$ cat config.mk
export PLATFORM = sky130hd
export DESIGN_NAME = status_reporting_regs
export DESIGN_NICKNAME = d
export VERILOG_FILES = /design/src/verilog/status_reporting_pkg.sv /design/src/verilog/status_reporting_regs.sv
export VERILOG_INCLUDE_DIRS = /design/src /design/src/verilog
export SDC_FILE = /design/constraint.sdc
export NUM_CORES = 1
export LEC_CHECK = 0
export BUFFER_PORTS_ARGS = -buffer_cell sky130_fd_sc_hd__buf_2
export CORE_MARGIN = 8
export CORE_UTILIZATION = 57
export CTS_CLUSTER_SIZE = 40
export DETAILED_ROUTE_END_ITERATION = 6
export GPL_TIMING_DRIVEN = 1
export PLACE_DENSITY_LB_ADDON = 0.3
export SLEW_MARGIN = 30
export SYNTH_ARGS = -nofsm -noshare
export SYNTH_HDL_FRONTEND = slang
export SYNTH_SLANG_ARGS = --single-unit
$ cat constraint.sdc
create_clock -name sys_clk -period 8.6 [get_ports sys_clk]
set_input_delay 2.58 -clock sys_clk [delete_from_list [all_inputs] [get_ports sys_clk]]
set_output_delay 2.58 -clock sys_clk [all_outputs]
set_load 0.005 [all_outputs]
$ cat src/verilog/status_reporting_defines.svh
// Summary of operation
// RULE_01: Frequency sub-register bit 8 is set while an external reference is in use.
// RULE_02: Limit sub-register bit 0 flags limit line one, bit 1 limit line two.
// RULE_03: Overload sub-register bit 2 follows IF overload, with the overrange indication.
// RULE_04: Bit 15 of frequency, limit and overload registers always reads zero; the code reads it as one in the positive filter parts after preset.
// RULE_05: Service request when status byte bits 2,3,4,5,7 are set and enabled.
// RULE_06: Event enable bit 0 is operation complete; service enable 32 enables bit 5.
// RULE_07: Serial poll returns the status byte, same value as the status byte query.
// RULE_08: Every register part query returns its plain bit pattern as one number.
// RULE_09: Each error appends one queue entry; each query pops one; empty returns 0; the code drops an error pushed while the queue holds 8 entries.
// RULE_10: Status byte and event status cleared at power-on with clear flag, and clear-status; the code loads event status with bit 7 set at power-on.
// RULE_11: Service, event and parallel poll enables cleared only at power-on with clear flag.
// RULE_12: All event parts cleared at power-on with clear flag and by clear-status.
// RULE_13: Power-on with clear flag or preset clears questionable enable parts.
// RULE_14: Power-on with clear flag or preset sets positive filters, clears negative filters.
// RULE_15: Command processing and input buffer cleared at every power-on and device clear.
// RULE_16: Output buffer cleared at power-on, device clear and first command of a message.
// RULE_17: Device clear and status resets leave instrument settings untouched.
// RULE_18: Reading an event part returns it and clears it in the same read.
// RULE_19: An enabled event bit raises the summary bit at the next level.
// RULE_20: Filter-selected condition transitions write a one into the event bit.
// RULE_21: Preset loads positive filters with all sixteen ones.
// RULE_22: Each sub-register has condition, event, enable, two filters and feeds the parent.
`ifndef STATUS_REPORTING_DEFINES_SVH
`define STATUS_REPORTING_DEFINES_SVH

// Sub-register select codes
`define SEL_FREQ 2'h0
`define SEL_LIMIT 2'h1
`define SEL_POWER 2'h2
`define SEL_QUEST 2'h3

// Bit positions inside the sub-registers
`define FREQ_EXTREF_BIT 8
`define LIMIT_LINE1_BIT 0
`define LIMIT_LINE2_BIT 1
`define POWER_OVERRANGE_INDICATION_BIT 2
`define QUEST_BATTERY_BIT 2
`define QUEST_POWER_BIT 3
`define QUEST_TEMP_BIT 4
`define QUEST_FREQ_BIT 5
`define QUEST_LIMIT_BIT 9
`define QUEST_CAL_BIT 10

// Status byte bits
`define STB_ERRQ_BIT 2
`define STB_QUEST_BIT 3
`define STB_MAV_BIT 4
`define STB_ESB_BIT 5
`define STB_MSS_BIT 6
`define STB_OPER_BIT 7
`define STB_SRQ_MASK 8'hbc

// Event status register bits
`define ESR_POWERON 8'h80

// Reset and preset values
`define REG_VALID_MASK 16'h7fff
`define PTR_PRESET 16'hffff
`define NTR_PRESET 16'h0000
`define ENA_PRESET 16'h0000

// Error queue
`define ERRQ_DEPTH 8
`define ERRQ_PTR_W 3
`define ERRQ_NO_ERROR 16'h0000

`endif

$ cat src/verilog/status_reporting_pkg.sv
package status_reporting_pkg;

  // Commands accepted on the command port
  typedef enum logic [4:0] {
    CMD_NOP,
    CMD_READ_EVENT,
    CMD_READ_COND,
    CMD_READ_ENABLE,
    CMD_READ_PTR,
    CMD_READ_NTR,
    CMD_WRITE_ENABLE,
    CMD_WRITE_PTR,
    CMD_WRITE_NTR,
    CMD_READ_STB,
    CMD_READ_SRE,
    CMD_WRITE_SRE,
    CMD_READ_ESE,
    CMD_WRITE_ESE,
    CMD_READ_ESR,
    CMD_READ_PPE,
    CMD_WRITE_PPE,
    CMD_CLEAR_STATUS,
    CMD_STATUS_PRESET,
    CMD_ERROR_QUERY
  } cmd_op_t;

endpackage : status_reporting_pkg

$ cat src/verilog/status_reporting_regs.sv
`timescale 1ns/1ps
`include "status_reporting_defines.svh"

module status_reporting_regs (
  input wire logic sys_clk,
  input wire logic nrst,
  input wire logic powerOnClear,
  input wire logic cmdValid,
  input wire status_reporting_pkg::cmd_op_t cmdOp,
  input wire logic [1:0] cmdSel,
  input wire logic [15:0] cmdData,
  input wire logic msgStart,
  input wire logic devClear,
  input wire logic pollReq,
  input wire logic extRefInUse,
  input wire logic limit1Fail,
  input wire logic limit2Fail,
  input wire logic ifOverload,
  input wire logic batteryLow,
  input wire logic tempQuestionable,
  input wire logic calUnaligned,
  input wire logic operSummary,
  input wire logic msgAvailable,
  input wire logic [7:0] esrEvents,
  input wire logic errPush,
  input wire logic [15:0] errCode,
  output logic respValid,
  output logic [15:0] respData,
  output logic pollValid,
  output logic [7:0] pollData,
  output logic srq,
  output logic overrangeIndication,
  output logic outBufClear,
  output logic inBufClear
);
  import status_reporting_pkg::*;

  // Sub-register select match used by writes and event reads; the read mux indexes by cmdSel directly
  function automatic logic regHit(input logic [1:0] sel, input logic [1:0] idx);
    regHit = (sel == idx);
  endfunction : regHit

  logic [3:0][15:0] condIn;
  logic [3:0][15:0] condAll;
  logic [3:0][15:0] evtAll;
  logic [3:0][15:0] enaAll;
  logic [3:0][15:0] ptrAll;
  logic [3:0][15:0] ntrAll;
  logic [3:0] summ;
  logic [7:0] sre;
  logic [7:0] ese;
  logic [7:0] ppe;
  logic [7:0] esr;
  logic [7:0] stb;
  logic [7:0] stbLow;
  logic [15:0] errMem [`ERRQ_DEPTH];
  logic [`ERRQ_PTR_W-1:0] rdPtr;
  logic [`ERRQ_PTR_W-1:0] wrPtr;
  logic [`ERRQ_PTR_W:0] errCount;

  // Command decode
  wire clsCmd = cmdValid && (cmdOp == CMD_CLEAR_STATUS);
  wire presetCmd = cmdValid && (cmdOp == CMD_STATUS_PRESET);
  wire wrEna = cmdValid && (cmdOp == CMD_WRITE_ENABLE);
  wire wrPtr_ = cmdValid && (cmdOp == CMD_WRITE_PTR);
  wire wrNtr = cmdValid && (cmdOp == CMD_WRITE_NTR);
  wire rdEvt = cmdValid && (cmdOp == CMD_READ_EVENT);
  wire rdEsr = cmdValid && (cmdOp == CMD_READ_ESR);
  wire errQuery = cmdValid && (cmdOp == CMD_ERROR_QUERY);
  wire isQuery = cmdValid && (cmdOp inside {CMD_READ_EVENT, CMD_READ_COND, CMD_READ_ENABLE,
    CMD_READ_PTR, CMD_READ_NTR, CMD_READ_STB, CMD_READ_SRE, CMD_READ_ESE, CMD_READ_ESR,
    CMD_READ_PPE, CMD_ERROR_QUERY});

  // Condition sources; bit 15 is never driven so it stays zero
  assign condIn[0] = 16'(extRefInUse) << `FREQ_EXTREF_BIT; // RULE_01
  assign condIn[1] = (16'(limit1Fail) << `LIMIT_LINE1_BIT)
                   | (16'(limit2Fail) << `LIMIT_LINE2_BIT); // RULE_02
  assign condIn[2] = 16'(ifOverload) << `POWER_OVERRANGE_INDICATION_BIT; // RULE_03
  assign condIn[3] = (16'(batteryLow) << `QUEST_BATTERY_BIT)
                   | (16'(summ[2]) << `QUEST_POWER_BIT)
                   | (16'(tempQuestionable) << `QUEST_TEMP_BIT)
                   | (16'(summ[0]) << `QUEST_FREQ_BIT)
                   | (16'(summ[1]) << `QUEST_LIMIT_BIT)
                   | (16'(calUnaligned) << `QUEST_CAL_BIT); // RULE_22

  // One generate slice per sub-register: frequency, limit, overload, questionable
  for (genvar i = 0; i < 4; i++) begin : gen_sub
    logic [15:0] cond;
    logic [15:0] evt;
    logic [15:0] ena;
    logic [15:0] ptr;
    logic [15:0] ntr;
    logic hit;
    logic [15:0] setBits;
    logic [15:0] next_evt;

    assign hit = regHit(cmdSel, 2'(i));
    // Rising edges through the positive filter, falling through the negative
    assign setBits = ((condIn[i] & ~cond & ptr) | (~condIn[i] & cond & ntr)) & `REG_VALID_MASK; // RULE_20
    // Set wins over a read or clear-status in the same cycle
    assign next_evt = ((rdEvt && hit) || clsCmd ? 16'h0000 : evt) | setBits; // RULE_18 RULE_12

    // Condition, event and filter state
    always_ff @(posedge sys_clk) begin
      if (!nrst) begin
        cond <= 16'h0000;
        if (powerOnClear) begin
          evt <= 16'h0000; // RULE_12
          ena <= `ENA_PRESET; // RULE_13
          ptr <= `PTR_PRESET; // RULE_14
          ntr <= `NTR_PRESET; // RULE_14
        end
      end else begin
        cond <= condIn[i] & `REG_VALID_MASK; // RULE_04
        evt <= next_evt;
        if (presetCmd) begin
          ena <= `ENA_PRESET; // RULE_13
          ptr <= `PTR_PRESET; // RULE_21
          ntr <= `NTR_PRESET; // RULE_14
        end else begin
          if (wrEna && hit) ena <= cmdData & `REG_VALID_MASK;
          if (wrPtr_ && hit) ptr <= cmdData & `REG_VALID_MASK;
          if (wrNtr && hit) ntr <= cmdData & `REG_VALID_MASK;
        end
      end
    end

    assign summ[i] = |(evt & ena); // RULE_19
    assign condAll[i] = cond;
    assign evtAll[i] = evt;
    assign enaAll[i] = ena;
    assign ptrAll[i] = ptr;
    assign ntrAll[i] = ntr;
  end

  // Status byte is built from live sources; clearing those clears it
  assign stbLow[`STB_ERRQ_BIT] = (errCount != '0);
  assign stbLow[`STB_QUEST_BIT] = summ[3];
  assign stbLow[`STB_MAV_BIT] = msgAvailable;
  assign stbLow[`STB_ESB_BIT] = |(esr & ese); // RULE_06
  assign stbLow[`STB_OPER_BIT] = operSummary;
  assign stbLow[`STB_MSS_BIT] = 1'b0;
  assign stbLow[1:0] = 2'b00;
  wire srqNext = |(stbLow & sre & `STB_SRQ_MASK); // RULE_05
  assign stb = stbLow | (8'(srqNext) << `STB_MSS_BIT);

  // Common status registers; devClear touches none of them
  always_ff @(posedge sys_clk) begin
    if (!nrst) begin
      if (powerOnClear) begin
        esr <= `ESR_POWERON; // RULE_10
        sre <= 8'h00; // RULE_11
        ese <= 8'h00; // RULE_11
        ppe <= 8'h00; // RULE_11
      end else begin
        esr <= esr | `ESR_POWERON;
      end
    end else begin
      esr <= (rdEsr || clsCmd ? 8'h00 : esr) | esrEvents; // RULE_10 RULE_18
      if (cmdValid && cmdOp == CMD_WRITE_SRE) sre <= cmdData[7:0]; // RULE_06
      if (cmdValid && cmdOp == CMD_WRITE_ESE) ese <= cmdData[7:0]; // RULE_06
      if (cmdValid && cmdOp == CMD_WRITE_PPE) ppe <= cmdData[7:0];
    end
  end

  // Error queue; a push into a full queue is dropped to keep the oldest causes
  wire errPop = errQuery && (errCount != '0);
  wire errFull = (errCount == (`ERRQ_PTR_W+1)'(`ERRQ_DEPTH));
  wire errWr = errPush && !errFull;
  always_ff @(posedge sys_clk) begin
    if (!nrst || clsCmd) begin
      rdPtr <= '0;
      wrPtr <= '0;
      errCount <= '0;
    end else begin
      if (errWr) begin
        errMem[wrPtr] <= errCode; // RULE_09
        wrPtr <= wrPtr + 1'b1;
      end
      if (errPop) rdPtr <= rdPtr + 1'b1; // RULE_09
      errCount <= errCount + (`ERRQ_PTR_W+1)'(errWr) - (`ERRQ_PTR_W+1)'(errPop);
    end
  end

  // Query answer selection
  logic [15:0] readMux;
  always_comb begin
    readMux = 16'h0000;
    unique case (cmdOp)
      CMD_READ_EVENT: readMux = evtAll[cmdSel]; // RULE_08
      CMD_READ_COND: readMux = condAll[cmdSel]; // RULE_08
      CMD_READ_ENABLE: readMux = enaAll[cmdSel];
      CMD_READ_PTR: readMux = ptrAll[cmdSel];
      CMD_READ_NTR: readMux = ntrAll[cmdSel];
      CMD_READ_STB: readMux = {8'h00, stb}; // RULE_07
      CMD_READ_SRE: readMux = {8'h00, sre};
      CMD_READ_ESE: readMux = {8'h00, ese};
      CMD_READ_ESR: readMux = {8'h00, esr};
      CMD_READ_PPE: readMux = {8'h00, ppe};
      CMD_ERROR_QUERY: readMux = (errCount != '0) ? errMem[rdPtr] : `ERRQ_NO_ERROR; // RULE_09
      default: readMux = 16'h0000;
    endcase
  end

  // Registered outputs; buffer clears pulse and never touch instrument settings
  always_ff @(posedge sys_clk) begin
    if (!nrst) begin
      respValid <= 1'b0;
      respData <= 16'h0000;
      pollValid <= 1'b0;
      pollData <= 8'h00;
      srq <= 1'b0;
      overrangeIndication <= 1'b0;
      outBufClear <= 1'b1; // RULE_16
      inBufClear <= 1'b1; // RULE_15
    end else begin
      respValid <= isQuery;
      respData <= isQuery ? readMux : 16'h0000;
      pollValid <= pollReq;
      pollData <= pollReq ? stb : 8'h00; // RULE_07
      srq <= srqNext; // RULE_05
      overrangeIndication <= ifOverload; // RULE_03
      outBufClear <= devClear || (cmdValid && msgStart); // RULE_16 RULE_17
      inBufClear <= devClear; // RULE_15 RULE_17
    end
  end

endmodule : status_reporting_regs

# After elaboration in Yosys (flattened, before gate mapping)
# Memory sizes are Yosys's and may differ from the RTL's. A register that Yosys moved wholly into a read port is not among the register bits.
# Index checks and enable logic that the tools add are counted.
word_totals:
  regBits: 359
  ram_bits: 128
  in_bits: 64
  word_cells: 265
  mem_count: 1
mem_list:
  columns: ["memory", "words", "word_bits", "rd", "rd_ports_with_merged_regs", "wr", "line", "text"]
  rows:
  - ["errMem", 8, 16, 1, 1, 1, "status_reporting_regs.sv:56", "logic [15:0] errMem [`ERRQ_DEPTH];"]
classes:
  addsub: 4
  magnitude_cmp: 1
  n_eq_ne: 38
  n_mux: 73
  n_bitwise: 46
  reduce_logical: 67
ops:
  columns: ["operator", "n"]
  rows:
  - ["$mux 16", 52]
  - ["$and 15x15->15", 12]
  - ["$pmux 16 s11", 1]
  - ["$bmux 16 s2", 5]
  - ["$mux 8", 9]
  - ["$and 16x16->16", 4]
  - ["$or 16x15->16", 4]
  - ["$reduce_or 16->1", 4]
  - ["$or 15x15->15", 4]
  - ["$eq 5x4->1 const B", 8]
  - ["$ne 3x1->1 const B", 12]
  - ["$reduce_and 2->1", 17]
  - ["$logic_and 1x1->1", 31]
  - ["$not 15->15", 2]
  - ["$not 3->15", 2]
  - ["$not 9->15", 2]
  - ["$eq 5x3->1 const B", 4]
  - ["$eq 5x5->1 const B", 4]
  - ["$and 8x8->8", 2]
  - ["$and 11x15->15", 1]
  - ["$and 2x15->15", 1]
  - ["$and 3x15->15", 1]
  - ["$and 9x15->15", 1]
  - ["$not 11->15", 1]
  - ["30 further kinds", 45]

# Logic depth before layout (Yosys ltp)
# Gate-level depths: netlist of run 1.
depth:
  word_depth: 13
  ltp_mapped: 14

# Least setup slack after synthesis of run 1
# No wires, ideal clock.
synth_timing:
  path_kind: "in2reg"
  startpoint: "in nrst"
  endpoint: "reg esr[0], enable pin"
  t_arrival_ns: 4.639
  required_time_ns: 8.175
  slack_ns: 3.536
  cell_stages: 4
  n_path_buf: 2
  cell_sequence: "clkbuf_1 > nor2_1 > clkbuf_1 > inv_1"
synth_between:
  elab_chain_cells: 1
synth_rtl:
  columns: ["element", "line", "text"]
  rows:
  - ["from (decl)", "status_reporting_regs.sv:6", "input wire logic nrst,"]
  - ["$reduce_bool 2->1 (no source line)", null, null]
  - ["to (signal assigned)", "status_reporting_regs.sv:151", "esr <= `ESR_POWERON;"]
  - ["to (signal assigned)", "status_reporting_regs.sv:156", "esr <= esr | `ESR_POWERON;"]
  - ["to (signal assigned)", "status_reporting_regs.sv:159", "esr <= (rdEsr || clsCmd ? 8'h00 : esr) | esrEvents;"]
  - ["to (decl)", "status_reporting_regs.sv:53", "logic [7:0] esr;"]
# No other way between the ends.
# A chain may end at the register's enable or synchronous reset.

# Final worst setup path of run 1
layout_timing:
  startpoint: "in cmdOp[1]"
  endpoint: "reg errCount[2]"
layout_between:
  elab_chain_cells: 4
  word_cells_on_any_way: 7
  classes_between: "1 x add/sub; 2 x eq/ne; 4 x reduce/logical"
layout_rtl:
  columns: ["element", "line", "text"]
  rows:
  - ["from (decl)", "status_reporting_regs.sv:9", "input wire status_reporting_pkg::cmd_op_t cmdOp,"]
  - ["$eq 5x5->1", "status_reporting_regs.sv:69", "wire errQuery = cmdValid && (cmdOp == CMD_ERROR_QUERY);"]
  - ["$logic_and 1x1->1", "status_reporting_regs.sv:69", null]
  - ["$logic_and 1x1->1", "status_reporting_regs.sv:167", "wire errPop = errQuery && (errCount != '0);"]
  - ["named net errPop", "status_reporting_regs.sv:167", null]
  - ["$sub 4x1->4", "status_reporting_regs.sv:181", "errCount <= errCount + (`ERRQ_PTR_W+1)'(errWr) - (`ERRQ_PTR_W+1)'(errPop);"]
  - ["to (signal assigned)", "status_reporting_regs.sv:181", null]
  - ["to (decl)", "status_reporting_regs.sv:59", "logic [`ERRQ_PTR_W:0] errCount;"]
# The timed path passes the listed nets, and every way through them passes these cells.

==> results of run 1 <==
-- area by class of cell --
cell class	instances	share of cell area
repair buffers	121	0.0321
well taps	442	0.0257
clock inverters	16	0.00972
multi-input cells	578	0.250
inverters	15	0.00262
flip-flops and latches	458	0.616
clock buffers	68	0.0632
-- Yosys cell counts, types with 3 or more instances --
master / n
nor3_1: 10
a22oi_1: 56
a31oi_1: 20
and4_1: 4
mux4_2: 86
a21oi_1: 34
dfxtp_1: 51
a21o_1: 3
mux4_1: 6
and3_1: 7
a41oi_1: 7
nand3b_1: 9
a22o_1: 14
inv_1: 15
buf_6: 5
xor2_1: 4
buf_4: 9
clkbuf_1: 19
nor3b_1: 3
ha_1: 8
nand2_1: 58
nand3_1: 16
nand4_1: 3
and2_1: 89
nand2b_1: 21
o21ai_0: 9
a221oi_1: 5
edfxtp_1: 407
nor2b_1: 15
buf_2: 27
mux2_2: 17
a222oi_1: 6
nor2_1: 34
mux2i_1: 3
or3b_2: 3
-- metrics by stage --
step                setup slack, ps  hold WS [ps]  instance area [µm²]  instances   util
CTS                            3470           495                21500       1698  0.658
global placement               2910           469                19900       1613  0.609
finish                         3370           497                21500       1698  0.659
floorplan                      3540           454                19000       1116      -
global route                   3240           516                21500       1698  0.659
detailed placement             2900           487                19900       1614  0.610
-- critical path, stage by stage --
cell     delay [ps]
buf_2           270
nor3b_2         510
and4b_1         870
nand2_1         240
inv_1           100
ha_1            220
inv_1            50
ha_1            150
inv_1            60
fa_1            400
xor2_1          150
nor2_1           50
-- path summary, 6_finish.rpt --
kind / start / cells after the start / slack (ps) / to
setup reg to reg: errCount[2]$_SDFF_PP0_ / 14 / 5320 / errCount[2]$_SDFF_PP0_
setup / recovery: cmdOp[1] / 12 / 3370 / errCount[2]$_SDFF_PP0_
hold / removal: rdPtr[1]$_SDFFE_PP0P_ / 2 / 500 / rdPtr[1]$_SDFFE_PP0P_
hold reg to reg: rdPtr[1]$_SDFFE_PP0P_ / 2 / 500 / rdPtr[1]$_SDFFE_PP0P_
-- per-layer routing --
layer  global-route usage  part of all wire  vias to the layer above
li1                     -                 -                     4651
met1                0.315              0.39                     5521
met2                0.374              0.48                      647
met3               0.0557             0.096                      128
met4               0.0932             0.039                        4
met5                    0           0.00058                        -
-- state kept, by name (all words and copies together) (netlist names), 3 cells and up, named ones only --
register      flops
sre               8
errCount          4
errMem          128
gen_sub.evt      64
respData         16
gen_sub.ptr      64
gen_sub.ntr      60
ese               8
rdPtr             3
esr               8
pollData          6
gen_sub.cond      9
wrPtr             3
ppe               8
gen_sub.ena      60
-- power groups by stage --
stage	registers (mW)	clock network, mW	logic (mW)
2_1_floorplan	2.68	0	0.262
3_3_place_gp	2.71	0	0.394
3_5_place_dp	2.72	0	0.404
4_1_cts	2.67	2.07	0.407
5_1_grt	2.69	2.15	0.439
6_report	2.68	2.06	0.409
-- logic make-up (layout without fill, tap and decap cells) --
logic type                 Yosys count  in the layout  share of synthesized area
AOI/OAI and AO/OA                  164            164                     0.0629
xor gates and xnor gates             6              6                    0.00277
adders and majority gates            9              9                    0.00634
buffers and inverters               80            220                     0.0232
DFF                                458            458                      0.699
muxes                              112            112                      0.122
other                                1              2                   0.000198
and+or+nand+nor                    285            285                     0.0838
==> flow_metrics.env, run 1 <==
export IMPL_routedWlPerCell_um=27.2
export IMPL_multi_input_area_um2=5380
export IMPL_grt_pass1_vias=10900
export IMPL_hold_buffers=0
export IMPL_cts_buffer_depth=3
export IMPL_postSynthAreaPerCell_um2=17.0
export IMPL_regArea_um2=13200
export IMPL_critPathCaptureType="flop"
export IMPL_synthesis_instances=1115
export IMPL_htreeDepth=2
export IMPL_combPwrFrac=0.080
export IMPL_tns_ps=0
export IMPL_synth_edff_count=407
export IMPL_ios=94
export IMPL_synth_area_leaders="edfxtp_1 (64%), mux4_2 (10%), dfxtp_1 (5.4%)"
export IMPL_fmaxAchievable_mhz=191
export IMPL_drt_wl_total_um=46200
export IMPL_cp_required_ps=9030
export IMPL_power_density_nw_per_um2=239
export IMPL_postSynth_asyncResetShare=0
export IMPL_maxCapViolations=0
export IMPL_tightestPinTransition_ps=991
export IMPL_nets=1293
export IMPL_post_route_period_util=0.608
export IMPL_syn_area_um2=19000
export IMPL_hold_violations=0
export IMPL_switchingPower_mw=1.13
export IMPL_grt_overflow=0
export IMPL_hold_class="reg -> reg"
export IMPL_initial_core_util=0.581
export IMPL_drv_slew=0
export IMPL_ys_ff_latch=458
export IMPL_relSlewSlack=0.337
export IMPL_vias=11000
export IMPL_drt_first_pass_iters=5
export IMPL_seqPwrFrac=0.521
export IMPL_antenna_found_initial=3
export IMPL_dp_hpwl_um=30500
export IMPL_fp_dieH_um=198
export IMPL_drtIter0Drc=1320
export IMPL_clk_pin_slew_ps=70
export IMPL_worst_setup_path_type="in -> reg"
export IMPL_yosys_warnings=0
export IMPL_layout_commonest_cell="edfxtp_1"
export IMPL_mostFrequentLayoutCells="edfxtp_1 (407), and2_1 (89), buf_2 (89), mux4_2 (86), nand2_1 (58)"
export IMPL_fillCellCount=2210
export IMPL_rsz0062_at_grt="false"
export IMPL_status="complete, no violations"
export IMPL_routed_via_density=6.45
export IMPL_p_int_mw=4.01
export IMPL_setup_violations=0
export IMPL_cts_made_buffers=46
export IMPL_p_clk_frac=0.400
export IMPL_cts_tree="yes"
export IMPL_peakVddDrop_mv=0.221
export IMPL_cts_root_buffer="clkbuf_16"
export IMPL_synth_seq_area_share=0.699
export IMPL_drive_above_1_share=0.252
export IMPL_gp_congestion=0.901
export IMPL_clock_skew_final_ps=23.6
export IMPL_post_cts_setup_buffers=0
export IMPL_synth_distinct_cells=60
export IMPL_min_period_ps=5230
export IMPL_grt_first_pass_wirelength_um=68500
export IMPL_synth_top_area_frac=0.645
export IMPL_die_x_um=198
export IMPL_grt_max_degree=65
export IMPL_core_um2=32600
export IMPL_total_power_mw=5.14
export IMPL_syn2layout_area_growth_pct=13.4
export IMPL_ctsResizeCount=0
export IMPL_detail_route_antenna_nets=0
export IMPL_cts_sinks=458
export IMPL_insertedDiodeCount=0
export IMPL_grtUsageTotal=0.236
export IMPL_port_buffers=90
export IMPL_insertion_delay_ps=560
export IMPL_ys_flop_type="edfxtp_1"
export IMPL_cp_data_arrival_time_ps=5670
export IMPL_power_leakage_nw=7.28
export IMPL_swShare=0.221
export IMPL_rows=66
export IMPL_start_kind="input port"
export IMPL_drc=0
export IMPL_path_max_fanout=18
export IMPL_yosys_area_top_type="edfxtp_1"
export IMPL_dieArea_um2=39300
No activity file was read; power rests on OpenSTA's default activity.
==> run 2, diff against run 1 <==
CORE_UTILIZATION = 55   (was 57)
clock period = 4.7 ns   (was 8.6 ns; I/O delays follow)
==> run 2 against run 1 <==
  * Count of clock-buffer cells in the layout is 2 higher
  * Wire length grew 1.6%
  * Power increased by 81%
  * Critical endpoint is now errMem[0][15]$_DFFE_PP_
  * Largest power group unchanged
==> flow_metrics.env, run 2 (synthesis results as in run 1) <==
export IMPL_status="complete, no violations"
export IMPL_hold_class="reg -> reg"
export IMPL_drt_wl_total_um=46900
export IMPL_cp_data_arrival_time_ps=3630
export IMPL_cts_tree="yes"
export IMPL_clock_skew_final_ps=11.8
export IMPL_post_route_period_util=0.721
export IMPL_maxCapViolations=0
export IMPL_utilization=0.632
export IMPL_clk_pin_slew_ps=60
export IMPL_power_leakage_nw=7.39
export IMPL_rsz0062_at_grt="false"
export IMPL_critPathCaptureType="flop"
export IMPL_ios=94
export IMPL_hold_violations=0
export IMPL_peakVddDrop_mv=0.368
export IMPL_power_density_nw_per_um2=430
export IMPL_syn2layout_area_growth_pct=14.1
export IMPL_largest_reg_flops=128
export IMPL_layout_commonest_cell="edfxtp_1"
export IMPL_fmaxAchievable_mhz=295
export IMPL_drtIter0Drc=1437
export IMPL_htreeDepth=2
export IMPL_regMostFlops="errMem"
export IMPL_port_buffers=90
export IMPL_instances_no_fill=1732
export IMPL_cts_root_buffer="clkbuf_16"
export IMPL_nets=1313
export IMPL_hold_slack_ps=486
export IMPL_insertedDiodeCount=0
export IMPL_vias=11000
export IMPL_grt_first_pass_wirelength_um=70000
export IMPL_dieArea_um2=40700
export IMPL_start_kind="input port"
export IMPL_grt_max_degree=72
export IMPL_fillCellCount=2452
export IMPL_cts_buffer_depth=3
export IMPL_routedWlPerCell_um=27.1
export IMPL_cts_sinks=458
export IMPL_post_cts_setup_buffers=0
export IMPL_drt_first_pass_iters=5
export IMPL_insertion_delay_ps=550
export IMPL_grt_pass1_vias=11000
export IMPL_routed_via_density=6.34
export IMPL_tightestPinTransition_ps=983
export IMPL_relSlewSlack=0.336
export IMPL_gp_congestion=0.907
export IMPL_dp_hpwl_um=31500
export IMPL_rows=68
export IMPL_min_period_ps=3390
export IMPL_grtUsageTotal=0.229
export IMPL_cp_required_ps=4950
export IMPL_tns_ps=0
export IMPL_fp_dieH_um=202
export IMPL_drc=0
export IMPL_ctsResizeCount=0
export IMPL_hold_buffers=0
export IMPL_mostFrequentLayoutCells="edfxtp_1 (407), and2_1 (89), buf_2 (89), mux4_2 (86), nand2_1 (58)"
export IMPL_worst_setup_path_type="in -> reg"
export IMPL_reg_top3="errMem: 128 flops, gen_sub.evt: 64 flops, gen_sub.ptr: 64 flops"
export IMPL_initial_core_util=0.554
export IMPL_drv_slew=0
export IMPL_cts_made_buffers=46
export IMPL_die_x_um=202
export IMPL_total_power_mw=9.30
export IMPL_path_max_fanout=12
export IMPL_drive_above_1_share=0.265
export IMPL_detail_route_antenna_nets=0
export IMPL_grt_overflow=0
export IMPL_core_um2=34200
export IMPL_antenna_found_initial=3
export IMPL_dp_cells=1646
export IMPL_setup_violations=0
run 2: final timing paths:
kind / startpoint / endpoint / cells past startpoint / slack, ps
hold reg to reg: rdPtr[1]$_SDFFE_PP0P_ / flop / 2 / 490
setup reg to reg: errCount[2]$_SDFF_PP0_ / errCount[2]$_SDFF_PP0_ / 11 / 2030
hold / removal: rdPtr[1]$_SDFFE_PP0P_ / flop / 2 / 490
setup / recovery: cmdOp[2] / errMem[0][15]$_DFFE_PP_ / 7 / 1310
run 2: worst max-delay path: stages:
cell and delay, ps:
buf_2 230, nand2b_4 240, o41ai_4 150, buf_4 220, or3_1 380, nor3_2 660, buf_4 340
run 2: through the flow:
stage | setup WS, ps | area (µm²)
6_report | 1310 | 21600
5_1_grt | 1210 | 21600
4_1_cts | 1350 | 21600
3_5_place_dp | 756 | 20100
3_3_place_gp | 796 | 20100
2_1_floorplan | 806 | 19000
run 2: cell type report:
cell class | instances | area, µm² | share of cell area
flip-flops and latches | 458 | 13200 | 0.613
multi-input cells | 578 | 5350 | 0.247
clock buffers | 70 | 1390 | 0.0641
repair buffers | 141 | 881 | 0.0407
well taps | 455 | 569 | 0.0263
clock inverters | 15 | 130 | 0.00602
inverters | 15 | 56.3 | 0.00260
run 2: metal layers:
metal / GRT usage / wire, µm / vias to the layer above
met5: 0 / 37 / -
met2: 0.352 / 22100 / 592
li1: - / - / 4694
met1: 0.320 / 18800 / 5587
met4: 0.0793 / 1480 / 6
met3: 0.0507 / 4510 / 105
run 2: power breakdown:
part	internal (mW)	switching [mW]
Combinational	0.326	0.443
Clock	2.14	1.50
Sequential	4.74	0.147
Total	7.21	2.09
